### src/verilog/load_ctrl_pkg.sv
// shared constants, configuration carriers and state types for load step and transfer control
package load_ctrl_pkg;

   // ----------------------------------------------------------------
   // timing
   // ----------------------------------------------------------------
   localparam int CLK_PERIOD_NS = 10;
   localparam int TIMER_TICK_MS = 1;
   localparam int TIMER_TICK_CYCLES = (TIMER_TICK_MS * 1000000) / CLK_PERIOD_NS;

   // ----------------------------------------------------------------
   // widths and limits
   // ----------------------------------------------------------------
   localparam int MAX_STEPS = 5;
   localparam int CNT_W = 3;
   localparam int KW_W = 16;
   localparam int MS_W = 16;

   // ----------------------------------------------------------------
   // reset values
   // ----------------------------------------------------------------
   localparam logic [CNT_W-1:0] RST_COUNT = 3'h0;
   localparam logic [MS_W-1:0] RST_MS = 16'h0000;
   localparam logic [31:0] RST_TICK_CNT = 32'h0000_0000;
   localparam logic RST_GEN_CMD = 1'b0;
   localparam logic RST_MAINS_CMD = 1'b1;

   // ----------------------------------------------------------------
   // configuration carriers
   // ----------------------------------------------------------------
   typedef enum logic [1:0] {
      XFER_OPEN = 2'h0,
      XFER_OPEN_SYNC = 2'h1,
      XFER_CLOSED_SYNC = 2'h2
   } xfer_scheme_e;

   typedef struct packed {
      logic enable;
      logic [CNT_W-1:0] outputs_in_scheme;
      logic [CNT_W-1:0] outputs_at_start;
      logic [KW_W-1:0] trip_kw;
      logic [KW_W-1:0] return_kw;
      logic [MS_W-1:0] trip_delay_ms;
      logic [MS_W-1:0] return_delay_ms;
   } step_cfg_s;

   typedef struct packed {
      logic freq_60hz;
      step_cfg_s dummy;
      step_cfg_s shed;
   } alt_cfg_s;

   // ----------------------------------------------------------------
   // state
   // ----------------------------------------------------------------
   typedef enum logic [8:0] {
      ST_ON_MAINS = 9'h001,
      ST_ON_GEN = 9'h002,
      ST_PREP = 9'h004,
      ST_SYNC = 9'h008,
      ST_OPEN_OUT = 9'h010,
      ST_XFER = 9'h020,
      ST_CLOSE_IN = 9'h040,
      ST_PARALLEL = 9'h080,
      ST_OPEN_LAST = 9'h100
   } co_state_e;

   typedef struct packed {
      co_state_e st;
      logic to_gen;
      logic closed_path;
      logic gen_cmd;
      logic mains_cmd;
      logic override;
      logic freq_60hz;
      logic tick;
      logic [MS_W-1:0] ms;
      logic [31:0] tick_cnt;
   } co_reg_s;

   typedef struct packed {
      logic [CNT_W-1:0] count;
      logic [MS_W-1:0] up_ms;
      logic [MS_W-1:0] dn_ms;
      logic [MAX_STEPS-1:0] steps;
   } step_reg_s;

endpackage

### src/verilog/load_step_and_transfer_control.sv
// load step control and mains/generator changeover sequencing
// Operation
// RULE_01 - two configuration sets chosen by a selector input, frequency among them
// RULE_02 - dummy load scheme drives at most five steps, count configurable
// RULE_03 - dummy outputs stay off when the generator starts
// RULE_04 - dummy monitoring runs only while the generator carries the load
// RULE_05 - power below dummy trip for full delay adds the next dummy step
// RULE_06 - power above dummy return for full delay removes the highest dummy step
// RULE_07 - stopping drops all steps in the cycle the generator switch opens
// RULE_08 - shedding drives at most five steps, counts in scheme and at start
// RULE_09 - start shedding steps energise before the generator switch closes
// RULE_10 - power above shed trip for full delay adds the next shed step
// RULE_11 - power below shed return for full delay removes the highest shed step
// RULE_12 - open transition: open outgoing, await aux open, transfer time, close incoming
// RULE_13 - sync check variant waits for sync before opening the outgoing switch
// RULE_14 - closed transition: close incoming, await aux, parallel time, open outgoing
// RULE_15 - integrator must wire both closed auxiliary inputs for closed transition
// RULE_16 - with fallback enabled, sync timeout gives an open transition
// RULE_17 - dual mutual standby forbids sync check and closed transition
// RULE_18 - interlock override is driven while switches may be paralleled
// RULE_19 - integrator should wire closed auxiliaries for open transitions too
// RULE_20 - delay timers restart when the condition lapses; one step per expiry
`timescale 1ns/100ps
`default_nettype none

module load_step_and_transfer_control #(
   parameter int unsigned TICK_CYCLES = load_ctrl_pkg::TIMER_TICK_CYCLES,
   parameter int DUMMY_STEPS = load_ctrl_pkg::MAX_STEPS,
   parameter int SHED_STEPS = load_ctrl_pkg::MAX_STEPS
) (
   input wire logic sys_clk,
   input wire logic rst,
   input wire logic ce,
   input wire logic alt_select,
   input wire load_ctrl_pkg::alt_cfg_s cfg_main,
   input wire load_ctrl_pkg::alt_cfg_s cfg_alt,
   input wire logic [1:0] scheme,
   input wire logic dms_active,
   input wire logic fallback_en,
   input wire logic [load_ctrl_pkg::MS_W-1:0] sync_timeout_ms,
   input wire logic [load_ctrl_pkg::MS_W-1:0] transfer_ms,
   input wire logic [load_ctrl_pkg::MS_W-1:0] parallel_ms,
   input wire logic gen_req,
   input wire logic stop_seq,
   input wire logic in_sync,
   input wire logic gen_aux_closed,
   input wire logic mains_aux_closed,
   input wire logic [load_ctrl_pkg::KW_W-1:0] gen_power_kw,
   output logic gen_close_cmd,
   output logic mains_close_cmd,
   output logic interlock_override,
   output logic freq_60hz,
   output logic on_gen,
   output logic transfer_busy,
   output logic [DUMMY_STEPS-1:0] dummy_steps,
   output logic [SHED_STEPS-1:0] shed_steps
);

   if (TICK_CYCLES < 1 || TICK_CYCLES > 32'h7FFF_FFFF) begin : g_bad_tick
      $error("load_step_and_transfer_control: TICK_CYCLES out of range");
   end

   // ----------------------------------------------------------------
   // configuration selection
   // ----------------------------------------------------------------
   load_ctrl_pkg::alt_cfg_s cfg;
   logic [1:0] eff_scheme;
   logic path_sync;
   logic path_closed;

   always_comb begin
      cfg = alt_select ? cfg_alt : cfg_main; // RULE_01
      // dual mutual standby leaves only the plain open transition
      eff_scheme = dms_active ? load_ctrl_pkg::XFER_OPEN : scheme; // RULE_17
      path_sync = (eff_scheme == load_ctrl_pkg::XFER_OPEN_SYNC)
         || (eff_scheme == load_ctrl_pkg::XFER_CLOSED_SYNC);
      path_closed = (eff_scheme == load_ctrl_pkg::XFER_CLOSED_SYNC);
   end

   // ----------------------------------------------------------------
   // changeover sequencer
   // ----------------------------------------------------------------
   load_ctrl_pkg::co_reg_s r;
   load_ctrl_pkg::co_reg_s next_r;
   logic out_aux;
   logic in_aux;
   logic drop_loads;
   logic preset_shed;
   logic run_load;

   always_comb begin
      next_r = r;
      next_r.freq_60hz = cfg.freq_60hz; // RULE_01
      // ms tick prescaler shared by every delay
      if (r.tick_cnt >= 32'(TICK_CYCLES - 1)) begin
         next_r.tick_cnt = load_ctrl_pkg::RST_TICK_CNT;
         next_r.tick = 1'b1;
      end else begin
         next_r.tick_cnt = r.tick_cnt + 32'h0000_0001;
         next_r.tick = 1'b0;
      end
      if (r.tick) begin
         next_r.ms = r.ms + 16'h0001;
      end
      out_aux = r.to_gen ? mains_aux_closed : gen_aux_closed;
      in_aux = r.to_gen ? gen_aux_closed : mains_aux_closed;
      case (r.st)
         load_ctrl_pkg::ST_ON_MAINS: begin
            if (gen_req && !stop_seq) begin
               next_r.to_gen = 1'b1;
               next_r.st = load_ctrl_pkg::ST_PREP;
            end
         end
         load_ctrl_pkg::ST_ON_GEN: begin
            if (!gen_req) begin
               next_r.to_gen = 1'b0;
               next_r.st = load_ctrl_pkg::ST_PREP;
            end
         end
         load_ctrl_pkg::ST_PREP: begin
            // shedding preset happens here when heading to the generator, ahead of its close
            next_r.closed_path = path_closed;
            next_r.st = path_sync ? load_ctrl_pkg::ST_SYNC : load_ctrl_pkg::ST_OPEN_OUT;
         end
         load_ctrl_pkg::ST_SYNC: begin
            if (in_sync) begin
               next_r.st = r.closed_path ? load_ctrl_pkg::ST_CLOSE_IN
                  : load_ctrl_pkg::ST_OPEN_OUT; // RULE_13 RULE_14
            end else if (fallback_en && r.ms >= sync_timeout_ms) begin
               next_r.closed_path = 1'b0; // RULE_16
               next_r.st = load_ctrl_pkg::ST_OPEN_OUT;
            end
         end
         load_ctrl_pkg::ST_OPEN_OUT: begin
            if (r.to_gen) begin
               next_r.mains_cmd = 1'b0; // RULE_12
            end else begin
               next_r.gen_cmd = 1'b0;
            end
            // aux feedback is trusted to be wired; a stuck input stalls here
            if (!out_aux) begin
               next_r.st = load_ctrl_pkg::ST_XFER; // RULE_12 RULE_19
            end
         end
         load_ctrl_pkg::ST_XFER: begin
            if (r.ms >= transfer_ms) begin
               next_r.st = load_ctrl_pkg::ST_CLOSE_IN; // RULE_12
            end
         end
         load_ctrl_pkg::ST_CLOSE_IN: begin
            if (r.to_gen) begin
               next_r.gen_cmd = 1'b1;
            end else begin
               next_r.mains_cmd = 1'b1;
            end
            if (in_aux) begin
               if (r.closed_path) begin
                  next_r.st = load_ctrl_pkg::ST_PARALLEL; // RULE_14 RULE_15
               end else begin
                  next_r.st = r.to_gen ? load_ctrl_pkg::ST_ON_GEN : load_ctrl_pkg::ST_ON_MAINS;
               end
            end
         end
         load_ctrl_pkg::ST_PARALLEL: begin
            if (r.ms >= parallel_ms) begin
               next_r.st = load_ctrl_pkg::ST_OPEN_LAST; // RULE_14
            end
         end
         load_ctrl_pkg::ST_OPEN_LAST: begin
            if (r.to_gen) begin
               next_r.mains_cmd = 1'b0; // RULE_14
            end else begin
               next_r.gen_cmd = 1'b0;
            end
            if (!out_aux) begin
               next_r.closed_path = 1'b0;
               next_r.st = r.to_gen ? load_ctrl_pkg::ST_ON_GEN : load_ctrl_pkg::ST_ON_MAINS;
            end
         end
         default: begin
            next_r.st = load_ctrl_pkg::ST_ON_MAINS;
         end
      endcase
      // a stopping sequence opens the generator at once, no sync wait
      if (stop_seq && (r.to_gen || r.gen_cmd || r.st == load_ctrl_pkg::ST_ON_GEN)) begin
         next_r.to_gen = 1'b0;
         next_r.closed_path = 1'b0;
         next_r.gen_cmd = 1'b0; // RULE_07
         next_r.st = load_ctrl_pkg::ST_OPEN_OUT;
      end
      if (next_r.st != r.st) begin
         next_r.ms = load_ctrl_pkg::RST_MS;
      end
      next_r.override = next_r.closed_path && ((next_r.st == load_ctrl_pkg::ST_CLOSE_IN)
         || (next_r.st == load_ctrl_pkg::ST_PARALLEL)
         || (next_r.st == load_ctrl_pkg::ST_OPEN_LAST)); // RULE_18
      // steps fall on the same edge as the generator command
      drop_loads = r.gen_cmd && !next_r.gen_cmd; // RULE_07
      preset_shed = (r.st == load_ctrl_pkg::ST_PREP) && r.to_gen; // RULE_09
      run_load = r.gen_cmd && gen_aux_closed; // RULE_04
   end

   always_ff @(posedge sys_clk or posedge rst) begin
      if (rst) begin
         r.st <= load_ctrl_pkg::ST_ON_MAINS;
         r.to_gen <= 1'b0;
         r.closed_path <= 1'b0;
         r.gen_cmd <= load_ctrl_pkg::RST_GEN_CMD;
         r.mains_cmd <= load_ctrl_pkg::RST_MAINS_CMD;
         r.override <= 1'b0;
         r.freq_60hz <= 1'b0;
         r.tick <= 1'b0;
         r.ms <= load_ctrl_pkg::RST_MS;
         r.tick_cnt <= load_ctrl_pkg::RST_TICK_CNT;
      end else if (ce) begin
         r <= next_r;
      end
   end

   assign gen_close_cmd = r.gen_cmd;
   assign mains_close_cmd = r.mains_cmd;
   assign interlock_override = r.override;
   assign freq_60hz = r.freq_60hz;
   assign on_gen = (r.st == load_ctrl_pkg::ST_ON_GEN);
   assign transfer_busy = (r.st != load_ctrl_pkg::ST_ON_GEN) && (r.st != load_ctrl_pkg::ST_ON_MAINS);

   // ----------------------------------------------------------------
   // step schemes
   // ----------------------------------------------------------------
   step_scheme #(
      .STEPS(DUMMY_STEPS)
   ) u_dummy (
      .sys_clk(sys_clk),
      .rst(rst),
      .ce(ce),
      .tick(r.tick),
      .run(run_load),
      .clear(drop_loads),
      .preset(1'b0),
      .trip_high(1'b0),
      .cfg(cfg.dummy),
      .power_kw(gen_power_kw),
      .steps(dummy_steps)
   );

   step_scheme #(
      .STEPS(SHED_STEPS)
   ) u_shed (
      .sys_clk(sys_clk),
      .rst(rst),
      .ce(ce),
      .tick(r.tick),
      .run(run_load),
      .clear(drop_loads),
      .preset(preset_shed),
      .trip_high(1'b1),
      .cfg(cfg.shed),
      .power_kw(gen_power_kw),
      .steps(shed_steps)
   );
endmodule // load_step_and_transfer_control

`default_nettype wire

### src/verilog/step_scheme.sv
// one stepped output scheme: dummy load or load shedding, stepped on power and delay
`timescale 1ns/100ps
`default_nettype none

module step_scheme #(
   parameter int STEPS = load_ctrl_pkg::MAX_STEPS
) (
   input wire logic sys_clk,
   input wire logic rst,
   input wire logic ce,
   input wire logic tick,
   input wire logic run,
   input wire logic clear,
   input wire logic preset,
   input wire logic trip_high,
   input wire load_ctrl_pkg::step_cfg_s cfg,
   input wire logic [load_ctrl_pkg::KW_W-1:0] power_kw,
   output logic [STEPS-1:0] steps
);

   if (STEPS < 1 || STEPS > load_ctrl_pkg::MAX_STEPS) begin : g_bad_steps
      $error("step_scheme: STEPS out of range");
   end

   // ----------------------------------------------------------------
   // helpers
   // ----------------------------------------------------------------
   function automatic logic [load_ctrl_pkg::CNT_W-1:0] clamp(
      input logic [load_ctrl_pkg::CNT_W-1:0] v,
      input logic [load_ctrl_pkg::CNT_W-1:0] lim);
      return (v > lim) ? lim : v;
   endfunction

   function automatic logic [load_ctrl_pkg::MAX_STEPS-1:0] therm(
      input logic [load_ctrl_pkg::CNT_W-1:0] c);
      logic [load_ctrl_pkg::MAX_STEPS-1:0] t;
      t = '0;
      for (int i = 0; i < load_ctrl_pkg::MAX_STEPS; i++) begin
         t[i] = (i < int'(c));
      end
      return t;
   endfunction

   // ----------------------------------------------------------------
   // stepping
   // ----------------------------------------------------------------
   load_ctrl_pkg::step_reg_s r;
   load_ctrl_pkg::step_reg_s next_r;
   logic [load_ctrl_pkg::CNT_W-1:0] lim;
   logic up_cond;
   logic dn_cond;

   always_comb begin
      next_r = r;
      lim = clamp(cfg.outputs_in_scheme, load_ctrl_pkg::CNT_W'(STEPS)); // RULE_02 RULE_08
      up_cond = trip_high ? (power_kw > cfg.trip_kw) : (power_kw < cfg.trip_kw);
      dn_cond = trip_high ? (power_kw < cfg.return_kw) : (power_kw > cfg.return_kw);
      if (clear || !cfg.enable) begin
         next_r.count = load_ctrl_pkg::RST_COUNT; // RULE_07 RULE_03
         next_r.up_ms = load_ctrl_pkg::RST_MS;
         next_r.dn_ms = load_ctrl_pkg::RST_MS;
      end else if (preset) begin
         next_r.count = clamp(cfg.outputs_at_start, lim); // RULE_09
         next_r.up_ms = load_ctrl_pkg::RST_MS;
         next_r.dn_ms = load_ctrl_pkg::RST_MS;
      end else if (r.count > lim) begin
         next_r.count = lim;
      end else if (!run) begin
         // no monitoring until on load, outputs held
         next_r.up_ms = load_ctrl_pkg::RST_MS; // RULE_04
         next_r.dn_ms = load_ctrl_pkg::RST_MS;
      end else begin
         if (up_cond && r.count < lim) begin
            if (r.up_ms >= cfg.trip_delay_ms) begin
               next_r.count = r.count + 3'h1; // RULE_05 RULE_10
               next_r.up_ms = load_ctrl_pkg::RST_MS; // RULE_20
            end else if (tick) begin
               next_r.up_ms = r.up_ms + 16'h0001;
            end
         end else begin
            next_r.up_ms = load_ctrl_pkg::RST_MS; // RULE_20
         end
         // up step wins a cycle, so at most one step moves per expiry
         if (dn_cond && r.count > 3'h0 && next_r.count == r.count) begin
            if (r.dn_ms >= cfg.return_delay_ms) begin
               next_r.count = r.count - 3'h1; // RULE_06 RULE_11
               next_r.dn_ms = load_ctrl_pkg::RST_MS; // RULE_20
            end else if (tick) begin
               next_r.dn_ms = r.dn_ms + 16'h0001;
            end
         end else begin
            next_r.dn_ms = load_ctrl_pkg::RST_MS; // RULE_20
         end
      end
      next_r.steps = therm(next_r.count);
   end

   always_ff @(posedge sys_clk or posedge rst) begin
      if (rst) begin
         r <= '0;
      end else if (ce) begin
         r <= next_r;
      end
   end

   assign steps = r.steps[STEPS-1:0];
endmodule // step_scheme

`default_nettype wire
### config.mk
export PLATFORM = sky130hd
export DESIGN_NAME = load_step_and_transfer_control
export DESIGN_NICKNAME = d
export VERILOG_FILES = /design/src/verilog/load_ctrl_pkg.sv /design/src/verilog/load_step_and_transfer_control.sv /design/src/verilog/step_scheme.sv
export SDC_FILE = /design/constraint.sdc
export NUM_CORES = 1
export LEC_CHECK = 0
export ABC_CLOCK_PERIOD_IN_PS = 6600
export BUFFER_PORTS_ARGS = -buffer_cell sky130_fd_sc_hd__buf_4
export CAP_MARGIN = 20
export CORE_MARGIN = 2
export CORE_UTILIZATION = 55
export CTS_BUF_LIST = sky130_fd_sc_hd__clkbuf_4 sky130_fd_sc_hd__clkbuf_8
export DETAILED_ROUTE_END_ITERATION = 10
export PLACE_DENSITY_LB_ADDON = 0.08
export SYNTH_ARGS = -nofsm -noshare
export SYNTH_HDL_FRONTEND = slang
export SYNTH_SLANG_ARGS = --single-unit
### constraint.sdc
create_clock -name sys_clk -period 6.6 [get_ports sys_clk]
set_input_delay 1.32 -clock sys_clk [delete_from_list [all_inputs] [get_ports sys_clk]]
set_output_delay 1.32 -clock sys_clk [all_outputs]
set_load 0.1 [all_outputs]
; ---- Word-level counts from Yosys, hierarchy flattened
; Cells that the tools add are included.
[totals]
in_bits = 363
output_inout_bits = 16
wordCells = 198
register_bits = 144
[op_classes]
magnitude_cmp = 31
addsub = 10
n_reduce_logical = 36
eq_ne = 29
n_mux = 74
[op_table]
columns = operator, n
row1 = 16-bit two-way mux, 14
row2 = 32-bit two-way mux, 5
row3 = 143-bit two-way mux, 1
row4 = 16-bit greater-or-equal comparator, 7
row5 = 35-bit two-way mux, 3
row6 = 9-bit case mux with 9 select lines, 1
row7 = 16-bit by 1-bit adder with 16-bit output (second input constant), 5
row8 = 3-bit two-way mux, 22
row9 = 9-bit two-way mux, 7
row10 = 32-bit by 1-bit adder with 32-bit output (second input constant), 1
row11 = 32-bit by 17-bit greater-or-equal comparator with 1-bit output (second input constant), 1
row12 = 16-bit greater-than comparator, 2
row13 = 16-bit < comparator, 2
row14 = 10-bit two-way mux, 2
row15 = 9-bit by 7-bit equality test with 1-bit output (second input constant), 2
row16 = 9-bit by 8-bit equality test with 1-bit output (second input constant), 2
row17 = 9-bit equality test (second input constant), 2
row18 = 1-bit logical AND, 14
row19 = 1-bit by 3-bit < comparator with 1-bit output (first input constant), 4
row20 = 2-bit by 3-bit < comparator with 1-bit output (first input constant), 4
row21 = 12-bit two-way mux, 1
row22 = 6-bit by 5-bit inequality test with 1-bit output (second input constant), 2
row23 = 3-bit AND reduction, 4
row24 = 1-bit two-way mux, 10
row25 = 38 further kinds, 62

; ---- Longest topological paths before layout
[logic_depth]
depth_word = 18
ltp_mapped = 17
ltp_nobuf = 12

; ---- By module
; From an unflattened synthesis, not the netlist that was laid out.
[hier_totals]
hier_cells = 1760
hier_area_um2 = 15072.0
[by_module_without_submodules]
columns = mod, cells_each, seq_area_each_um2, area_each_um2, instances
row1 = load_step_and_transfer_control, 783, 1604.0, 6950.4, 1
row2 = step_scheme at u_shed, 485, 975.9, 4065.1, 1
row3 = step_scheme at u_dummy, 492, 975.9, 4056.4, 1

; ---- Worst setup path before layout
; OpenSTA, ideal clock, no wires.
[synth_timing]
path_type = input port to flip-flop
startpoint = input port alt_select
endpoint = register u_dummy.r[11] in the netlist's numbering
setup_time_ns = 0.132
setup_slack_ns = 0.832
t_arrival_ns = 5.636
n_path_buf = 6
required_ns = 6.468
path_stages = 17
cell_sequence = clkbuf_1 > buf_1 > clkbuf_1 > buf_1 > clkbuf_1 > mux2i_1 > ha_1 > nand4_1 > nor4_1 > o21ai_0 > a31oi_1 > nand3_1 > o41ai_1 > clkbuf_1 > nor3_1 > xnor2_1 > nor2_1
[synth_between]
elab_chain_cells = 15
elab_cells_between_ends = 28
classes_between = order compare (7) / eq/ne (3) / mux (12) / reduce/logical (6)
[synth_rtl]
columns = item, line
row1 = from (decl), load_step_and_transfer_control.sv:34  ; input wire logic alt_select,
row2 = 143-bit two-way mux (*), load_step_and_transfer_control.sv:72  ; cfg = alt_select ? cfg_alt : cfg_main;
row3 = 3-bit greater-than comparator, step_scheme.sv:31  ; return (v > lim) ? lim : v;
row4 = 3-bit two-way mux, step_scheme.sv:31
row5 = 3-bit < comparator, step_scheme.sv:73  ; if (up_cond && r.count < lim) begin
row6 = 1-bit logical AND, step_scheme.sv:73
row7 = 3-bit two-way mux, step_scheme.sv:73
row8 = 3-bit two-way mux, step_scheme.sv:68  ; end else if (!run) begin
row9 = 3-bit two-way mux, step_scheme.sv:66  ; end else if (r.count > lim) begin
row10 = 3-bit two-way mux, step_scheme.sv:58  ; if (clear || !cfg.enable) begin
row11 = 3-bit equality test, step_scheme.sv:84  ; if (dn_cond && r.count > 3'h0 && next_r.count == r.count) begin
row12 = 1-bit logical AND, step_scheme.sv:84
row13 = 16-bit two-way mux, step_scheme.sv:84
row14 = 32-bit two-way mux, step_scheme.sv:68
row15 = 32-bit two-way mux, step_scheme.sv:66
row16 = 35-bit two-way mux, step_scheme.sv:58
row17 = to (signal assigned), step_scheme.sv:102  ; r <= next_r;
row18 = to (decl), step_scheme.sv:47  ; load_ctrl_pkg::step_reg_s r;
; Every way passes the cells marked *; elsewhere a longest branch is shown, timed or not. The select of a mux whose other input is x is not followed.
; A chain may end at the register's enable or synchronous reset.

; ---- Final worst setup path
[layout_timing]
startpoint = input port alt_select
endpoint = register u_shed.r[19] in the netlist's numbering
[layout_between]
elab_chain_cells = 17
elab_cells_between_ends = 30
classes_between = order compare (7) / eq/ne (3) / mux (14) / reduce/logical (6)
[layout_rtl]
columns = item, line
row1 = 143-bit two-way mux (*), load_step_and_transfer_control.sv:72
row2 = 3-bit greater-than comparator, step_scheme.sv:31
row3 = 3-bit two-way mux, step_scheme.sv:31
row4 = 3-bit < comparator, step_scheme.sv:73
row5 = 1-bit logical AND, step_scheme.sv:73
row6 = 3-bit two-way mux, step_scheme.sv:73
row7 = 3-bit two-way mux, step_scheme.sv:68
row8 = 3-bit two-way mux, step_scheme.sv:66
row9 = 3-bit two-way mux, step_scheme.sv:62  ; end else if (preset) begin
row10 = 3-bit two-way mux, step_scheme.sv:58
row11 = 3-bit equality test, step_scheme.sv:84
row12 = 1-bit logical AND, step_scheme.sv:84
row13 = 16-bit two-way mux, step_scheme.sv:84
row14 = 32-bit two-way mux, step_scheme.sv:68
row15 = 32-bit two-way mux, step_scheme.sv:66
row16 = 35-bit two-way mux, step_scheme.sv:62
row17 = 35-bit two-way mux, step_scheme.sv:58
row18 = to (signal assigned), step_scheme.sv:102
row19 = to (decl), step_scheme.sv:47
; Marks and branches as above.

==> flow_metrics.tcl <==
set metrics [dict create \
    ctsLongestPathBuffers 2 \
    finalWirelength_mm 43.7 \
    h-tree-depth 4 \
    grt_usage_pct 32.4 \
    route.detailed.drc 0 \
    drt-initial-drc-count 851 \
    root_buffer "clkbuf_8" \
    critPathKind "in -> reg" \
    die-area_um2 26600 \
    wire_per_inst_um 19.0 \
    timing.rr.end "r[41]" \
    powerDensity_nw_per_um2 183 \
    synth_fp_nets 2170 \
    die_x_um 163 \
    ff2ff_path_depth 9 \
    hold_depth 1 \
    slew_headroom_pct 33.4 \
    arrival_ns 5.29 \
    cap_viol_max_count 0 \
    leakagePower_uw 0.00881 \
    gp_congestion 0.931 \
    grt_pass1_wl_mm 68.0 \
    synth_seq_cells 142 \
    post-cts-setup-buffers 0 \
    viasPerCell 5.90 \
    crit_slowest_cell "a21oi_4" \
    finalHoldViolations 0 \
    ioPinCount 379 \
    seq_area_um2 3560 \
    setup_slack_ns 1.64 \
    postSynthAreaPerCell_um2 8.63 \
    cts-resized-gates 0 \
    min_to "u_shed.steps[4]" \
    status "complete, no violations" \
    insertion_delay_ns 0.47 \
    drt_pass1_iterations 8 \
    cts_tree "yes" \
    async_flop_share_pct 100 \
    grt_setup_unrepaired "false" \
    clk_pin_slew_ns 0.09 \
    drv_slew 0 \
    fin_crit_sh_pct 75.2 \
    fin_util_pct 69.2 \
    dr.max_layer_used "met4" \
    yosysSeqAreaShare_pct 25.6 \
    fp-row-count 58 \
    timing.rr.start "r[59]" \
    hold_class "reg -> reg" \
    synthFlopType "dfrtp_1" \
    setup_viol 0 \
    fp.dieH_um 163 \
    ir_drop_mv 0.178 \
    min_period_ns 4.96 \
    endpoint_kind "flop" \
    core_area_um2 25000 \
    ant_nets 0 \
    startpoint_type "primary input" \
    syn2layout_area_growth_pct 24.5 \
    worst-r2r-setup-slack_ns 2.92 \
    yosysUniqueCellTypes 82 \
    clock.fmax_ghz 0.201 \
    max_slew.worst_pin.slew_ns 0.998 \
    setup_tns_ns 0 \
    skew_ns 0.0179 \
    vias 13600 \
    overflow 0 \
    min_from "u_shed.steps[4]" \
    crit_required_ns 6.92 \
    cts.sinks 142 \
    cts_buffers 17 \
    wl_met3_mm 2.47 \
    antenna_found_initial 5 \
    fin_nets 2509 \
    ys_warn_count 0 \
    synth_edf_count 0 \
    multiInputGateArea_um2 9710 \
    cts_hold_buf 0 \
    dpl.hpwl_mm 35.2 \
    post-place-ws_ns 1.21 \
    synth_cells 1611 \
    worstPathMaxFanout 58 \
    wl_met1_mm 18.1 \
    syn-cell-area_um2 13900 \
    cpPeakStageDelay_ns 0.54 \
    num-fill-cells 2047 \
    wl_met2_mm 20.9 \
    cp_cell_sequence "clkbuf_8 -> buf_4 -> mux2_2 -> nand2_1 -> ha_1 -> nor2b_1 -> o21a_1 -> o21ai_0 -> a21oi_1 -> a21oi_4 -> nand4_4 -> nor4_1 -> xnor2_1 -> nor2_1" \
    hold_slack_ns 0.502 \
    drive_gt1_share_pct 24.0 \
    initial_core_util_pct 55.6 \
    grt_pass1_vias 13200 \
    grt_start_max_net_pins 87 \
    io_buffer_count 372 \
]
==> cell type report <==
class | count | share of cell area, %
multi-input combinational | 1309 | 56.0
clock buffer | 17 | 1.35
tap | 330 | 2.38
clock inverter | 15 | 0.896
inverter | 99 | 2.17
antenna | 5 | 0.0722
sequential | 142 | 20.5
timing repair buffer | 381 | 16.6
==> routing by layer <==
metal | vias to the layer above | track usage (%)
met5 | - | 0
met4 | 0 | 16.9
met3 | 106 | 5.26
met2 | 433 | 54.9
met1 | 6385 | 39.7
li1 | 6628 | -
==> cells by family after synthesis <==
family                     share of synthesized area [%]
and+or+nand+nor                                     20.1
AOI/OAI and AO/OA                                   16.5
adders and majority gates                           17.6
buffers and inverters                               4.74
muxes                                               10.6
DFF                                                 25.6
xor gates and xnor gates                            4.85
==> synth_stat cells (all sizes together), types with 14 or more instances <==
cell    instances  area share (%)
xor2           50             3.1
nor2b          15            0.67
a21o           20             1.1
a211oi         16            0.86
ha            196              18
xnor2          27             1.7
o21ai          90             3.2
clkbuf         33            0.89
nor4           22             1.2
buf            28             1.2
nand3          74             2.7
o211ai         14            0.76
and3           22            0.99
mux2           14             1.1
o21a           14            0.76
mux2i         132             9.5
or3            17            0.76
dfrtp         140              25
nand2         110             3.0
inv            99             2.7
a21oi          87             3.3
and2           14            0.63
nor3           35             1.3
nand4          41             2.0
nand2b         18            0.81
nor2          141             4.0
==> power breakdown <==
part	leakage, uW	internal, uW	switching (uW)
Sequential	0.00195	931	97.7
Clock	0.000200	312	397
Combinational	0.00667	557	870
Total	0.00881	1800	1360
==> flip-flops by register name (all words and copies together) (netlist names) <==
register,cells
r,60
u_dummy.r,34
u_shed.r,34
u_dummy.steps,5
u_shed.steps,5
freq_60hz,1
gen_close_cmd,1
interlock_override,1
mains_close_cmd,1
==> cells in the final DEF, fill, tap and decap left out, types with 40 or more instances in the layout <==
master   Yosys  final
o21ai_0     86     86
mux2i_1    132    132
dfrtp_1    140    140
xor2_1      50     50
ha_1       196    196
nand2_1    108    108
inv_1       98     97
nand3_1     74     74
nor2_1     131    130
nand4_1     40     40
a21oi_1     81     81
buf_4       10    380
==> per-stage QoR <==
step / cells / power (uW) / instance area, um2
2_1_floorplan: 1611 / 2030 / 13900
3_3_place_gp: 2261 / 2420 / 16900
3_5_place_dp: 2261 / 2450 / 16900
4_1_cts: 2293 / 3160 / 17300
5_1_grt: 2298 / 3340 / 17300
6_report: 2298 / 3160 / 17300
==> critical path: cells and delay by family <==
kind	cells	cell delay, ns
compound gates	4	1.27
xor+xnor	1	0.18
fa+ha+maj	1	0.27
buf+inv	2	0.85
mux	1	0.39
simple gates	5	0.98
==> how the worst max path moves through the flow <==
stage / from / end / slack (ns) / cells after the start
after global routing: alt_select / u_shed.r[19] / 1.34 / 14
after global placement: alt_select / u_shed.r[19] / 1.33 / 14
after CTS: alt_select / u_shed.r[19] / 1.70 / 14
after floorplan: alt_select / u_dummy.r[11] / 0.83 / 17
after detailed placement: alt_select / u_shed.r[19] / 1.21 / 14
final: alt_select / u_shed.r[19] / 1.64 / 14
No activity file was read; power rests on OpenSTA's default activity.
